<file path="src/flash_cache_sram_pkg.sv">
/*
 * Constants shared by the flash cache SRAM side port logic.
 * Assumes SRAM macros with one cycle read latency, 128-bit lines.
 */
package flash_cache_sram_pkg;
    localparam int LINE_BITS   = 128; // One cache line per data SRAM word
    localparam int WORD_COUNT  = 4;   // 32-bit words per line
    localparam int LINE_OFFSET = 4;   // Byte offset bits inside a line
    localparam int DEF_CW      = 12;  // Default cache width parameter
    localparam int DEF_AW      = 32;  // Default address width parameter
    localparam logic [WORD_COUNT-1:0] ALL_WORDS = 4'hf;
    localparam logic [WORD_COUNT-1:0] NO_WORDS  = 4'h0;
    localparam logic                  TAG_VALID = 1'h1;
endpackage : flash_cache_sram_pkg

</file>
<file path="src/flash_cache_sram_ports.sv">
/*
 * Flash cache SRAM side: power handshake, data and tag SRAM ports for
 * way 0 and optional way 1, lookup and fill sequencing, hit/miss pulses.
 * Assumes the cache controller offers lookups and fills on a plain
 * valid/ready port, and that SRAM read data returns one cycle after the
 * address cycle. The power acknowledge may arrive from any domain.
 */
// Functional notes
// - Bus clock drives all always-on logic
// - Active-low reset acts asynchronously
// - Parameter chooses full or partial reset
// - Power request driven straight from flop
// - Power acknowledge synchronised before use
// - Request power; acknowledge only when usable
// - Way 0 always; way 1 optional
// - Data address width is cache width minus four
// - One line write control per way
// - Four word read and select controls
// - Write data with address, write control
// - Read data sampled one cycle later
// - Tag ports: index, controls, tag data
// - One-cycle pulse per lookup miss
// - One-cycle pulse per lookup hit
`timescale 1ns/1ps
module flash_cache_sram_ports #(
    parameter int cache_width_param   = flash_cache_sram_pkg::DEF_CW,
    parameter int address_width_param = flash_cache_sram_pkg::DEF_AW,
    parameter bit WAY1_PRESENT        = 1'b1,
    parameter bit RESET_ALL_REGS      = 1'b1
) (
    // Clock and reset
    input  wire logic                         clk,
    input  wire logic                         rst_n,
    // Power control
    input  wire logic                         power_request_bit,
    output logic                              power_state_field,
    output logic                              sram_power_up_request,
    input  wire logic                         sram_power_up_ack,
    // Lookup request and answer
    input  wire logic                         lookup_valid,
    output logic                              lookup_ready,
    input  wire logic [address_width_param-1:0] lookup_addr,
    output logic                              resp_valid,
    output logic                              resp_hit,
    output logic                              resp_way,
    output logic [flash_cache_sram_pkg::LINE_BITS-1:0] resp_data,
    // Line fill
    input  wire logic                         fill_valid,
    output logic                              fill_ready,
    input  wire logic                         fill_way,
    input  wire logic [address_width_param-1:0] fill_addr,
    input  wire logic [flash_cache_sram_pkg::LINE_BITS-1:0] fill_data,
    // Way 0 data SRAM
    output logic [cache_width_param-5:0]      way0_line_addr,
    output logic                              way0_line_write,
    output logic [3:0]                        way0_line_word_read,
    output logic [3:0]                        way0_line_word_select,
    output logic [127:0]                      way0_line_wdata,
    input  wire logic [127:0]                 way0_line_rdata,
    // Way 1 data SRAM
    output logic [cache_width_param-5:0]      way1_line_addr,
    output logic                              way1_line_write,
    output logic [3:0]                        way1_line_word_read,
    output logic [3:0]                        way1_line_word_select,
    output logic [127:0]                      way1_line_wdata,
    input  wire logic [127:0]                 way1_line_rdata,
    // Way 0 tag SRAM
    output logic [cache_width_param-5:0]      way0_tag_addr,
    output logic                              way0_tag_write,
    output logic                              way0_tag_read,
    output logic                              way0_tag_select,
    output logic [address_width_param-cache_width_param:0] way0_tag_wdata,
    input  wire logic [address_width_param-cache_width_param:0] way0_tag_rdata,
    // Way 1 tag SRAM
    output logic [cache_width_param-5:0]      way1_tag_addr,
    output logic                              way1_tag_write,
    output logic                              way1_tag_read,
    output logic                              way1_tag_select,
    output logic [address_width_param-cache_width_param:0] way1_tag_wdata,
    input  wire logic [address_width_param-cache_width_param:0] way1_tag_rdata,
    // Statistics
    output logic                              lookup_miss_pulse,
    output logic                              lookup_hit_pulse
);
    import flash_cache_sram_pkg::*;

    localparam int IW = cache_width_param - LINE_OFFSET;
    localparam int TW = address_width_param - cache_width_param + 1;

    typedef enum logic [1:0] {ST_IDLE, ST_ACCESS, ST_COMPARE} seq_type;

    typedef struct packed {
        seq_type             st;
        logic                pwr_req;
        logic                ack_meta;
        logic                ack_sync;
        logic                rd;
        logic                wr;
        logic                way;
        logic [IW-1:0]       idx;
        logic [TW-1:0]       tag;
        logic                hit;
        logic                miss;
        logic                rvalid;
        logic                rhit;
        logic                rway;
        logic [LINE_BITS-1:0] wdata;
        logic [LINE_BITS-1:0] rdata;
    } state_type;

    state_type s_q;
    state_type s_d;
    logic      powered;
    logic      hit0;
    logic      hit1;
    logic      way1_en;

    // Access allowed only with request held and acknowledge seen
    assign powered      = s_q.pwr_req & s_q.ack_sync & power_request_bit;
    assign lookup_ready = (s_q.st == ST_IDLE) & powered & ~fill_valid;
    assign fill_ready   = (s_q.st == ST_IDLE) & powered;
    assign way1_en      = WAY1_PRESENT;
    assign hit0 = (way0_tag_rdata == s_q.tag);
    assign hit1 = way1_en & (way1_tag_rdata == s_q.tag);

    // Next state: power handshake and lookup/fill sequence
    always_comb begin
        s_d          = s_q;
        // Keep the request up while an access is in flight, so the
        // SRAMs cannot lose power under an issued read or write
        s_d.pwr_req  = power_request_bit
                     | ((s_q.st != ST_IDLE) & s_q.pwr_req);
        s_d.ack_meta = sram_power_up_ack;
        s_d.ack_sync = s_q.ack_meta;
        s_d.hit      = 1'b0;
        s_d.miss     = 1'b0;
        s_d.rvalid   = 1'b0;
        unique case (s_q.st)
            ST_IDLE: begin
                s_d.rd = 1'b0;
                s_d.wr = 1'b0;
                if (fill_valid && fill_ready) begin
                    s_d.st    = ST_ACCESS;
                    s_d.wr    = 1'b1;
                    s_d.way   = fill_way & way1_en;
                    s_d.idx   = fill_addr[cache_width_param-1:LINE_OFFSET];
                    s_d.tag   = {TAG_VALID,
                        fill_addr[address_width_param-1:cache_width_param]};
                    s_d.wdata = fill_data;
                end else if (lookup_valid && lookup_ready) begin
                    s_d.st  = ST_ACCESS;
                    s_d.rd  = 1'b1;
                    s_d.idx = lookup_addr[cache_width_param-1:LINE_OFFSET];
                    s_d.tag = {TAG_VALID,
                        lookup_addr[address_width_param-1:cache_width_param]};
                end
            end
            ST_ACCESS: begin
                // SRAM ports are live this cycle; writes end here
                s_d.st = s_q.rd ? ST_COMPARE : ST_IDLE;
                s_d.rd = 1'b0;
                s_d.wr = 1'b0;
            end
            ST_COMPARE: begin
                // Read data arrives one cycle after the address cycle
                s_d.st     = ST_IDLE;
                s_d.hit    = hit0 | hit1;
                s_d.miss   = ~(hit0 | hit1);
                s_d.rvalid = 1'b1;
                s_d.rhit   = hit0 | hit1;
                s_d.rway   = ~hit0 & hit1;
                s_d.rdata  = hit0 ? way0_line_rdata
                           : (hit1 ? way1_line_rdata : '0);
            end
        endcase
    end

    // State register; line buffers keep their value on partial reset
    always_ff @(posedge clk or negedge rst_n) begin
        if (!rst_n) begin
            s_q.st       <= ST_IDLE;
            s_q.pwr_req  <= 1'b0;
            s_q.ack_meta <= 1'b0;
            s_q.ack_sync <= 1'b0;
            s_q.rd       <= 1'b0;
            s_q.wr       <= 1'b0;
            s_q.hit      <= 1'b0;
            s_q.miss     <= 1'b0;
            s_q.rvalid   <= 1'b0;
            if (RESET_ALL_REGS) begin
                s_q.way   <= 1'b0;
                s_q.idx   <= '0;
                s_q.tag   <= '0;
                s_q.rhit  <= 1'b0;
                s_q.rway  <= 1'b0;
                s_q.wdata <= '0;
                s_q.rdata <= '0;
            end
        end else begin
            s_q <= s_d;
        end
    end

    // Power and answer outputs, all straight from flops
    assign sram_power_up_request = s_q.pwr_req;
    assign power_state_field     = s_q.ack_sync;
    assign resp_valid            = s_q.rvalid;
    assign resp_hit              = s_q.rhit;
    assign resp_way              = s_q.rway;
    assign resp_data             = s_q.rdata;
    assign lookup_hit_pulse      = s_q.hit;
    assign lookup_miss_pulse     = s_q.miss;

    // Way 0 ports; lookups read both ways, fills write one
    assign way0_line_addr        = s_q.idx;
    assign way0_line_write       = s_q.wr & ~s_q.way;
    assign way0_line_word_read   = s_q.rd ? ALL_WORDS : NO_WORDS;
    assign way0_line_word_select = (s_q.rd | (s_q.wr & ~s_q.way))
                                 ? ALL_WORDS : NO_WORDS;
    assign way0_line_wdata       = s_q.wdata;
    assign way0_tag_addr         = s_q.idx;
    assign way0_tag_write        = s_q.wr & ~s_q.way;
    assign way0_tag_read         = s_q.rd;
    assign way0_tag_select       = s_q.rd | (s_q.wr & ~s_q.way);
    assign way0_tag_wdata        = s_q.tag;

    // Way 1 ports exist only when built; otherwise held quiet
    generate
        if (WAY1_PRESENT) begin : g_way1
            assign way1_line_addr        = s_q.idx;
            assign way1_line_write       = s_q.wr & s_q.way;
            assign way1_line_word_read   = s_q.rd ? ALL_WORDS : NO_WORDS;
            assign way1_line_word_select = (s_q.rd | (s_q.wr & s_q.way))
                                         ? ALL_WORDS : NO_WORDS;
            assign way1_line_wdata       = s_q.wdata;
            assign way1_tag_addr         = s_q.idx;
            assign way1_tag_write        = s_q.wr & s_q.way;
            assign way1_tag_read         = s_q.rd;
            assign way1_tag_select       = s_q.rd | (s_q.wr & s_q.way);
            assign way1_tag_wdata        = s_q.tag;
        end else begin : g_no_way1
            assign way1_line_addr        = '0;
            assign way1_line_write       = 1'b0;
            assign way1_line_word_read   = NO_WORDS;
            assign way1_line_word_select = NO_WORDS;
            assign way1_line_wdata       = '0;
            assign way1_tag_addr         = '0;
            assign way1_tag_write        = 1'b0;
            assign way1_tag_read         = 1'b0;
            assign way1_tag_select       = 1'b0;
            assign way1_tag_wdata        = '0;
        end
    endgenerate
endmodule : flash_cache_sram_ports

</file>
<file path="config.mk">
export PLATFORM = sky130hd
export DESIGN_NAME = flash_cache_sram_ports
export DESIGN_NICKNAME = d
export VERILOG_FILES = /design/src/flash_cache_sram_pkg.sv /design/src/flash_cache_sram_ports.sv
export SDC_FILE = /design/constraint.sdc
export NUM_CORES = 1
export LEC_CHECK = 0
export BUFFER_PORTS_ARGS = -buffer_cell sky130_fd_sc_hd__buf_2
export CORE_AREA = 2 2 383 385
export DETAILED_ROUTE_END_ITERATION = 10
export DIE_AREA = 0 0 385 387
export GPL_TIMING_DRIVEN = 0
export SLEW_MARGIN = 40
export SYNTH_ARGS = -nofsm -noshare
export SYNTH_HDL_FRONTEND = slang
export SYNTH_SLANG_ARGS = --single-unit
</file>
<file path="constraint.sdc">
create_clock -name clk -period 3.1 [get_ports clk]
set_input_delay 0.62 -clock clk [delete_from_list [all_inputs] [get_ports clk]]
set_output_delay 0.62 -clock clk [all_outputs]
set_load 0.01 [all_outputs]
</file>
==> run_results.csv, run 1 <==
group,metric,value,unit
floorplan,io_pins,988,
power_and_ir_drop,leakage,13.35,nW
drt,remaining_drc_errors,0,
yosys,synth_nets,2184,
floorplan,fp.coreArea,144900,sq um
placement,dp_hpwl,82910,microns
critical_path,crit_arrival,3360,ps
run_status,outcome,"complete, no violations",
timing,timing.fmax,345.6,MHz
global_routing,grt_max_degree,71,
clock_tree,h-tree-depth,2,
yosys,synth.largest_area_cell,"dfrtp_1",
timing,setup_tns,0,ps
clock_tree,cts_buffer_depth,3,
critical_path,startpoint,"s_q[296]",
clock_tree,clkTransAtPathRegs,60,ps
critical_path,r2r_cells,8,
critical_path,crit_buf_inv,4,
floorplan,initial_core_util,11.61,%
yosys,synth_cells,1684,
finish,fillers,16350,
finish,drive_above_1_share,62.93,%
placement,portBuffers,979,
critical_path,end_kind,"flop",
yosys,syn_area_per_cell,9.987,sq um
job,drv_cap,0,
timing,setup_violations,0,
timing,clock-skew-final,17.57,ps
floorplan,die_y,387,microns
finish,multi_input_area,5410,sq um
yosys,ys_top_cells_by_area,"dfrtp_1 (44%), buf_4 (21%), mux2_2 (8.6%)",
timing,slew-limit-headroom,43.32,%
finish,fin_nets,3217,
critical_path,crit_family,"buffers and inverters",
timing,hold_ws,151.5,ps
drt,via_per_inst,3.368,
power_and_ir_drop,vdd_ir_drop_max,0.4016,mV
yosys,syn_area,16820,sq um
floorplan,dieArea,149000,sq um
yosys,yosysWarnings,0,
timing,hold_viol_final,0,
drt,num_vias,15720,
placement,routabilityCongestion,0.9458,
timing,slew_viol_final,0,
timing,timing.final.crit_share,93.33,%
critical_path,cp_cell_sequence,"inv_1 -> ha_1 -> and4_1 -> clkbuf_1 -> nand2_1 -> clkbuf_2 -> clkbuf_1 -> mux2_2",
finish,utilization,17.73,%
finish,layout_commonest_cell,"buf_2",
placement,placed_area,24300,sq um
clock_tree,clk_latency,590,ps
critical_path,critical_path.max_fanout,10,
hold_path,hold_class,"primary input to flop",
global_routing,grt.overflow.total,0,
timing,finalCriticalPeriod,2893,ps
clock_tree,numClockSinks,298,
yosys,ys_ff_latch,298,
yosys,synth-seq-area-share,44.34,%
floorplan,die_w,385,microns
drt,wl,97080,microns
yosys,synth_cell_type_count,31,
drt,drt_iter0_markers,640,
critical_path,worstSetupPathType,"flop to flop",
finish,fin_area,25690,sq um
critical_path,crit_cells,8,
floorplan,rows,140,
critical_path,worstPathRequired,3560,ps
power_and_ir_drop,power,20.32,mW
finish,layout.cells.non_filler,4667,
clock_tree,cts-root-buf,"clkbuf_16",
yosys,yosysTopAreaCellShare,44.34,%
critical_path,slowest_delay,600,ps
power_and_ir_drop,power_density,791.0,nW/um^2
global_routing,grt_pass1_vias,15860,
global_routing,grt_pass1_wl,128800,microns
finish,layout_common_cells,"buf_2 (999), buf_4 (486), dfrtp_1 (290), nor2b_1 (131), nand2_1 (130)",
global_routing,track_usage,12.48,%
critical_path,critPathCapture,"way0_line_wdata[83]",
finish,register_area,7467,sq um
timing,setup_ws,206.7,ps
drt,first_pass_iters,4,
clock_tree,cts_tree,"done",
critical_path,cpMostUsedCell,"clkbuf_1",
critical_path,timing.rr.start,"s_q[296]",
drt,wl_per_cell,20.80,microns
drt,postRouteAntennaNets,0,
critical_path,start_kind,"flop",
finish,area_delta_synth_final,52.76,%
critical_path,r2r-end,"way0_line_wdata[83]",
critical_path,cpMaxStageDelayCell,"clkbuf_1",
timing,rsz0062_at_grt,"no",
placement,placedCellCount,4586,
clock_tree,cts_made_buffers,37,
placement,post-place-ws,-1142,ps
critical_path,rrSetupSlack,210,ps
global_routing,grt_antenna_before_repair,22,
timing,worst_pin_slew,850.2,ps
[cell usage after synthesis (all sizes together)]
cell / count
a31oi: 128
xnor2: 8
mux2: 129
o21ai: 129
nor4: 8
nor2b: 131
a21o: 1
nand4: 5
dfrtp: 298
and2: 2
clkbuf: 63
mux2i: 29
buf: 509
inv: 4
xor2: 34
nor3: 2
and4: 1
nand2b: 2
o21a: 1
a21oi: 31
nor2: 32
ha: 3
or2: 3
nand2: 130
a22oi: 1
[how the worst min path moves through the flow]
stage / startpoint / slack (ps) / end / cells past startpoint
final: sram_power_up_ack / 150 / s_d[293] / 1
after global routing: sram_power_up_ack / 110 / s_d[293] / 1
after CTS: sram_power_up_ack / 80 / s_d[293] / 1
after detailed placement: s_d[293] / 340 / power_state_field / 0
after global placement: s_d[293] / 330 / power_state_field / 0
after floorplan: rst_n / 320 / lookup_hit_pulse / 0
[routing by layer]
layer | routed length (microns) | vias to the layer above | share of wire, % | track usage [%]
met5 | 85 | - | 0.088 | 0
met1 | 40450 | 7700 | 42 | 15.56
met4 | 2863 | 14 | 2.9 | 3.906
met3 | 7767 | 97 | 8.0 | 3.595
li1 | - | 7244 | - | -
met2 | 45910 | 662 | 47 | 20.58
[flip-flops by register name, indices dropped and copies added, names as in the netlist]
register               flops
lookup_hit_pulse           1
lookup_miss_pulse          1
power_state_field          1
resp_data                128
resp_hit                   1
resp_valid                 1
resp_way                   1
s_d                        1
s_q                        4
sram_power_up_request      1
way0_line_addr             8
way0_line_wdata          128
way0_tag_read              1
way0_tag_wdata            21
[cell type report]
class	instances	area share (%)
Antenna cell	9	0.08766
Timing Repair Buffer	994	19.98
Sequential cell	298	29.07
Multi-Input combinational cell	810	21.06
Clock inverter	9	0.2873
Buffer	572	15.96
Inverter	4	0.05844
Clock buffer	54	4.164
Tap cell	1917	9.336
[kinds of logic after synthesis]
family	synth area share (%)
compound gates	9.657
xor+xnor	2.187
fa+ha+maj	0.2232
buf+inv	23.84
flops	44.34
mux	10.36
simple gates	9.382
[power by group]
| group | leakage, nW | switching [mW] | internal [mW] |
|---|---|---|---|
| logic | 8.98 | 4.44 | 5.11 |
| clock network | 0.562 | 1.87 | 2.39 |
| registers | 3.81 | 1.56 | 4.94 |
| total | 13.4 | 7.88 | 12.4 |
[what timing repair did]
action                                 4_1_cts  5_1_grt
resized for setup                           72        1
hold buffers                                 1        0
endpoints found under the hold margin       34        0
setup buffers                                8        0
pin swaps                                    7        2
setup endpoints to repair                  132       94
Note: power is estimated with default switching activity, not from simulation.
==> run 2: changes to the inputs <==
--- a/config.mk
+++ b/config.mk
@@ -7,6 +7,7 @@
 export LEC_CHECK = 0
 export BUFFER_PORTS_ARGS = -buffer_cell sky130_fd_sc_hd__buf_2
 export CORE_AREA = 2 2 383 385
+export CTS_CLUSTER_SIZE = 10
 export DETAILED_ROUTE_END_ITERATION = 10
 export DIE_AREA = 0 0 385 387
 export GPL_TIMING_DRIVEN = 0
==> constraint.sdc (replaced) <==
create_clock -name clk -period 2.7 [get_ports clk]
set_input_delay 0.27 -clock clk [delete_from_list [all_inputs] [get_ports clk]]
set_output_delay 0.27 -clock clk [all_outputs]
set_load 0.01 [all_outputs]
==> run 2 against run 1 <==
Core utilization increased by 3.4 points. The run now ends with negative setup slack left. Final cell count increased by 9.6%. Clock skew increased by 1.8 ps. Sequential share of layout area decreased by 4.7 points. Sequential power increased by 15%. Setup slack got worse by 280 ps. Design area increased by 19%. Fmax increased by 4.4%.
==> run_results.csv, run 2 (synthesis results as in run 1) <==
group,metric,value,unit
run_status,outcome,"finished, violations left",
run_status,violations,"negative setup slack",
critical_path,r2r-end,"resp_data[85]",
global_routing,grt.overflow.total,0,
hold_path,min_to,"resp_data[46]",
drt,remaining_drc_errors,0,
global_routing,grt_pass1_wl,139800,microns
placement,placedCellCount,4586,
timing,timing.fmax,360.9,MHz
power_and_ir_drop,leakage,15.44,nW
floorplan,initial_core_util,11.61,%
placement,portBuffers,979,
timing,hold_viol_final,0,
finish,fin_area,30680,sq um
placement,dp_hpwl,82910,microns
timing,setup_violations,76,
placement,placed_area,24300,sq um
floorplan,fp.coreArea,144900,sq um
finish,layout.cells.non_filler,5117,
critical_path,r2r_cells,10,
global_routing,grt_max_degree,71,
critical_path,worstSetupPathType,"flop to flop",
hold_path,hp-start,"way1_line_rdata[46]",
timing,slew-limit-headroom,47.35,%
global_routing,grt_pass1_vias,18760,
power_and_ir_drop,power_density,793.8,nW/um^2
critical_path,crit_arrival,3300,ps
clock_tree,cts-root-buf,"clkbuf_16",
drt,num_vias,17940,
power_and_ir_drop,vdd_ir_drop_max,0.5371,mV
power_and_ir_drop,power,24.35,mW
drt,wl_per_cell,20.47,microns
timing,finalCriticalPeriod,2770,ps
job,drv_cap,0,
finish,fillers,15740,
clock_tree,cts_made_buffers,39,
drt,via_per_inst,3.505,
global_routing,grt_antenna_before_repair,16,
hold_path,whs_path_depth,3,
floorplan,dieArea,149000,sq um
finish,layout_common_cells,"buf_2 (991), buf_4 (492), dlygate4sd3_1 (442), dfrtp_1 (286), nor2b_1 (131)",
clock_tree,clkTransAtPathRegs,60,ps
critical_path,startpoint,"way0_tag_wdata[9]",
clock_tree,cts_buffer_depth,3,
finish,area_delta_synth_final,82.43,%
hold_path,hold_class,"primary input to flop",
clock_tree,cts_tree,"done",
finish,fin_nets,3671,
timing,setup_ws,-70.48,ps
floorplan,rows,140,
timing,clock-skew-final,19.39,ps
finish,layout_commonest_cell,"buf_2",
timing,worst_pin_slew,789.8,ps
critical_path,end_kind,"flop",
critical_path,worstPathRequired,3230,ps
finish,utilization,21.18,%
drt,first_pass_iters,5,
timing,timing.final.crit_share,102.6,%
critical_path,rrSetupSlack,-70,ps
timing,hold_ws,42.41,ps
critical_path,timing.rr.start,"way0_tag_wdata[9]",
timing,setup_tns,-2455,ps
floorplan,die_w,385,microns
global_routing,track_usage,13.29,%
timing,rsz0062_at_grt,"yes",
floorplan,io_pins,988,
floorplan,die_y,387,microns
drt,postRouteAntennaNets,0,
clock_tree,clk_latency,600,ps
clock_tree,numClockSinks,298,
placement,post-place-ws,-1542,ps
drt,drt_iter0_markers,770,
finish,drive_above_1_share,56.44,%
timing,slew_viol_final,0,
critical_path,start_kind,"flop",
drt,wl,104700,microns
critical_path,critical_path.max_fanout,11,
placement,routabilityCongestion,0.9458,
clock_tree,h-tree-depth,2,
[run 2: cell count changes in the layout (fill, tap and decap cells not counted), moves of 8 or more]
cell	before	now
o21ai_1	35	56
o21ai_0	92	19
clkbuf_1	46	37
o21ai_2	2	54
buf_2	999	991
dlygate4sd3_1	1	442
[run 2: how the worst max path moves through the flow]
stage | to | slack, ps | cells past startpoint
after global routing | resp_data[121] | -330 | 10
after detailed placement | resp_data[29] | -1540 | 8
after global placement | resp_data[104] | -5090 | 1
after floorplan | way0_line_wdata[77] | 560 | 8
after CTS | resp_data[122] | -460 | 10
final | resp_data[85] | -70 | 10
[run 2: what timing repair did]
item / in CTS / in global routing
hold endpoints to repair: 455 / 0
setup endpoints to repair: 162 / 251
cloned: 1 / 2
gates resized for setup: 106 / 162
hold buffers: 442 / 0
setup buffers: 10 / 6
pin swaps: 8 / 14
[run 2: final cells by class]
cell class	count	area, sq um	area share, %
diodes	11	27.53	0.08972
plain buffers	572	4240	13.82
clock buffers	52	1075	3.503
clock inverters	7	126.4	0.4119
inverters	4	15.01	0.04894
multi-input cells	810	5623	18.33
flip-flops and latches	298	7472	24.36
well taps	1917	2399	7.818
repair buffers	1446	9702	31.62
[run 2: metal layers]
layer,vias up,global-route usage (%),share of wire [%]
met2,836,21.69,46
li1,8165,-,-
met3,178,3.852,7.4
met1,8742,16.16,42
met4,14,5.639,4.3
met5,-,0,0.084
[run 2: power breakdown]
| group | leakage, nW | switching [mW] | internal (mW) |
|---|---|---|---|
| combinational | 11.1 | 5.35 | 6.32 |
| clock | 0.586 | 2.23 | 2.97 |
| sequential | 3.81 | 1.80 | 5.68 |
| total | 15.4 | 9.38 | 15.0 |
[run 2: worst max-delay path, stage by stage (launching register included)]
cell and delay [ps]:
dfrtp_2 450, xor2_1 170, nor4_1 290, nand4_1 550, nor4_4 360, buf_6 180, nand2b_4 70, buf_12 150
buf_4 150, buf_8 140, o21ai_1 140
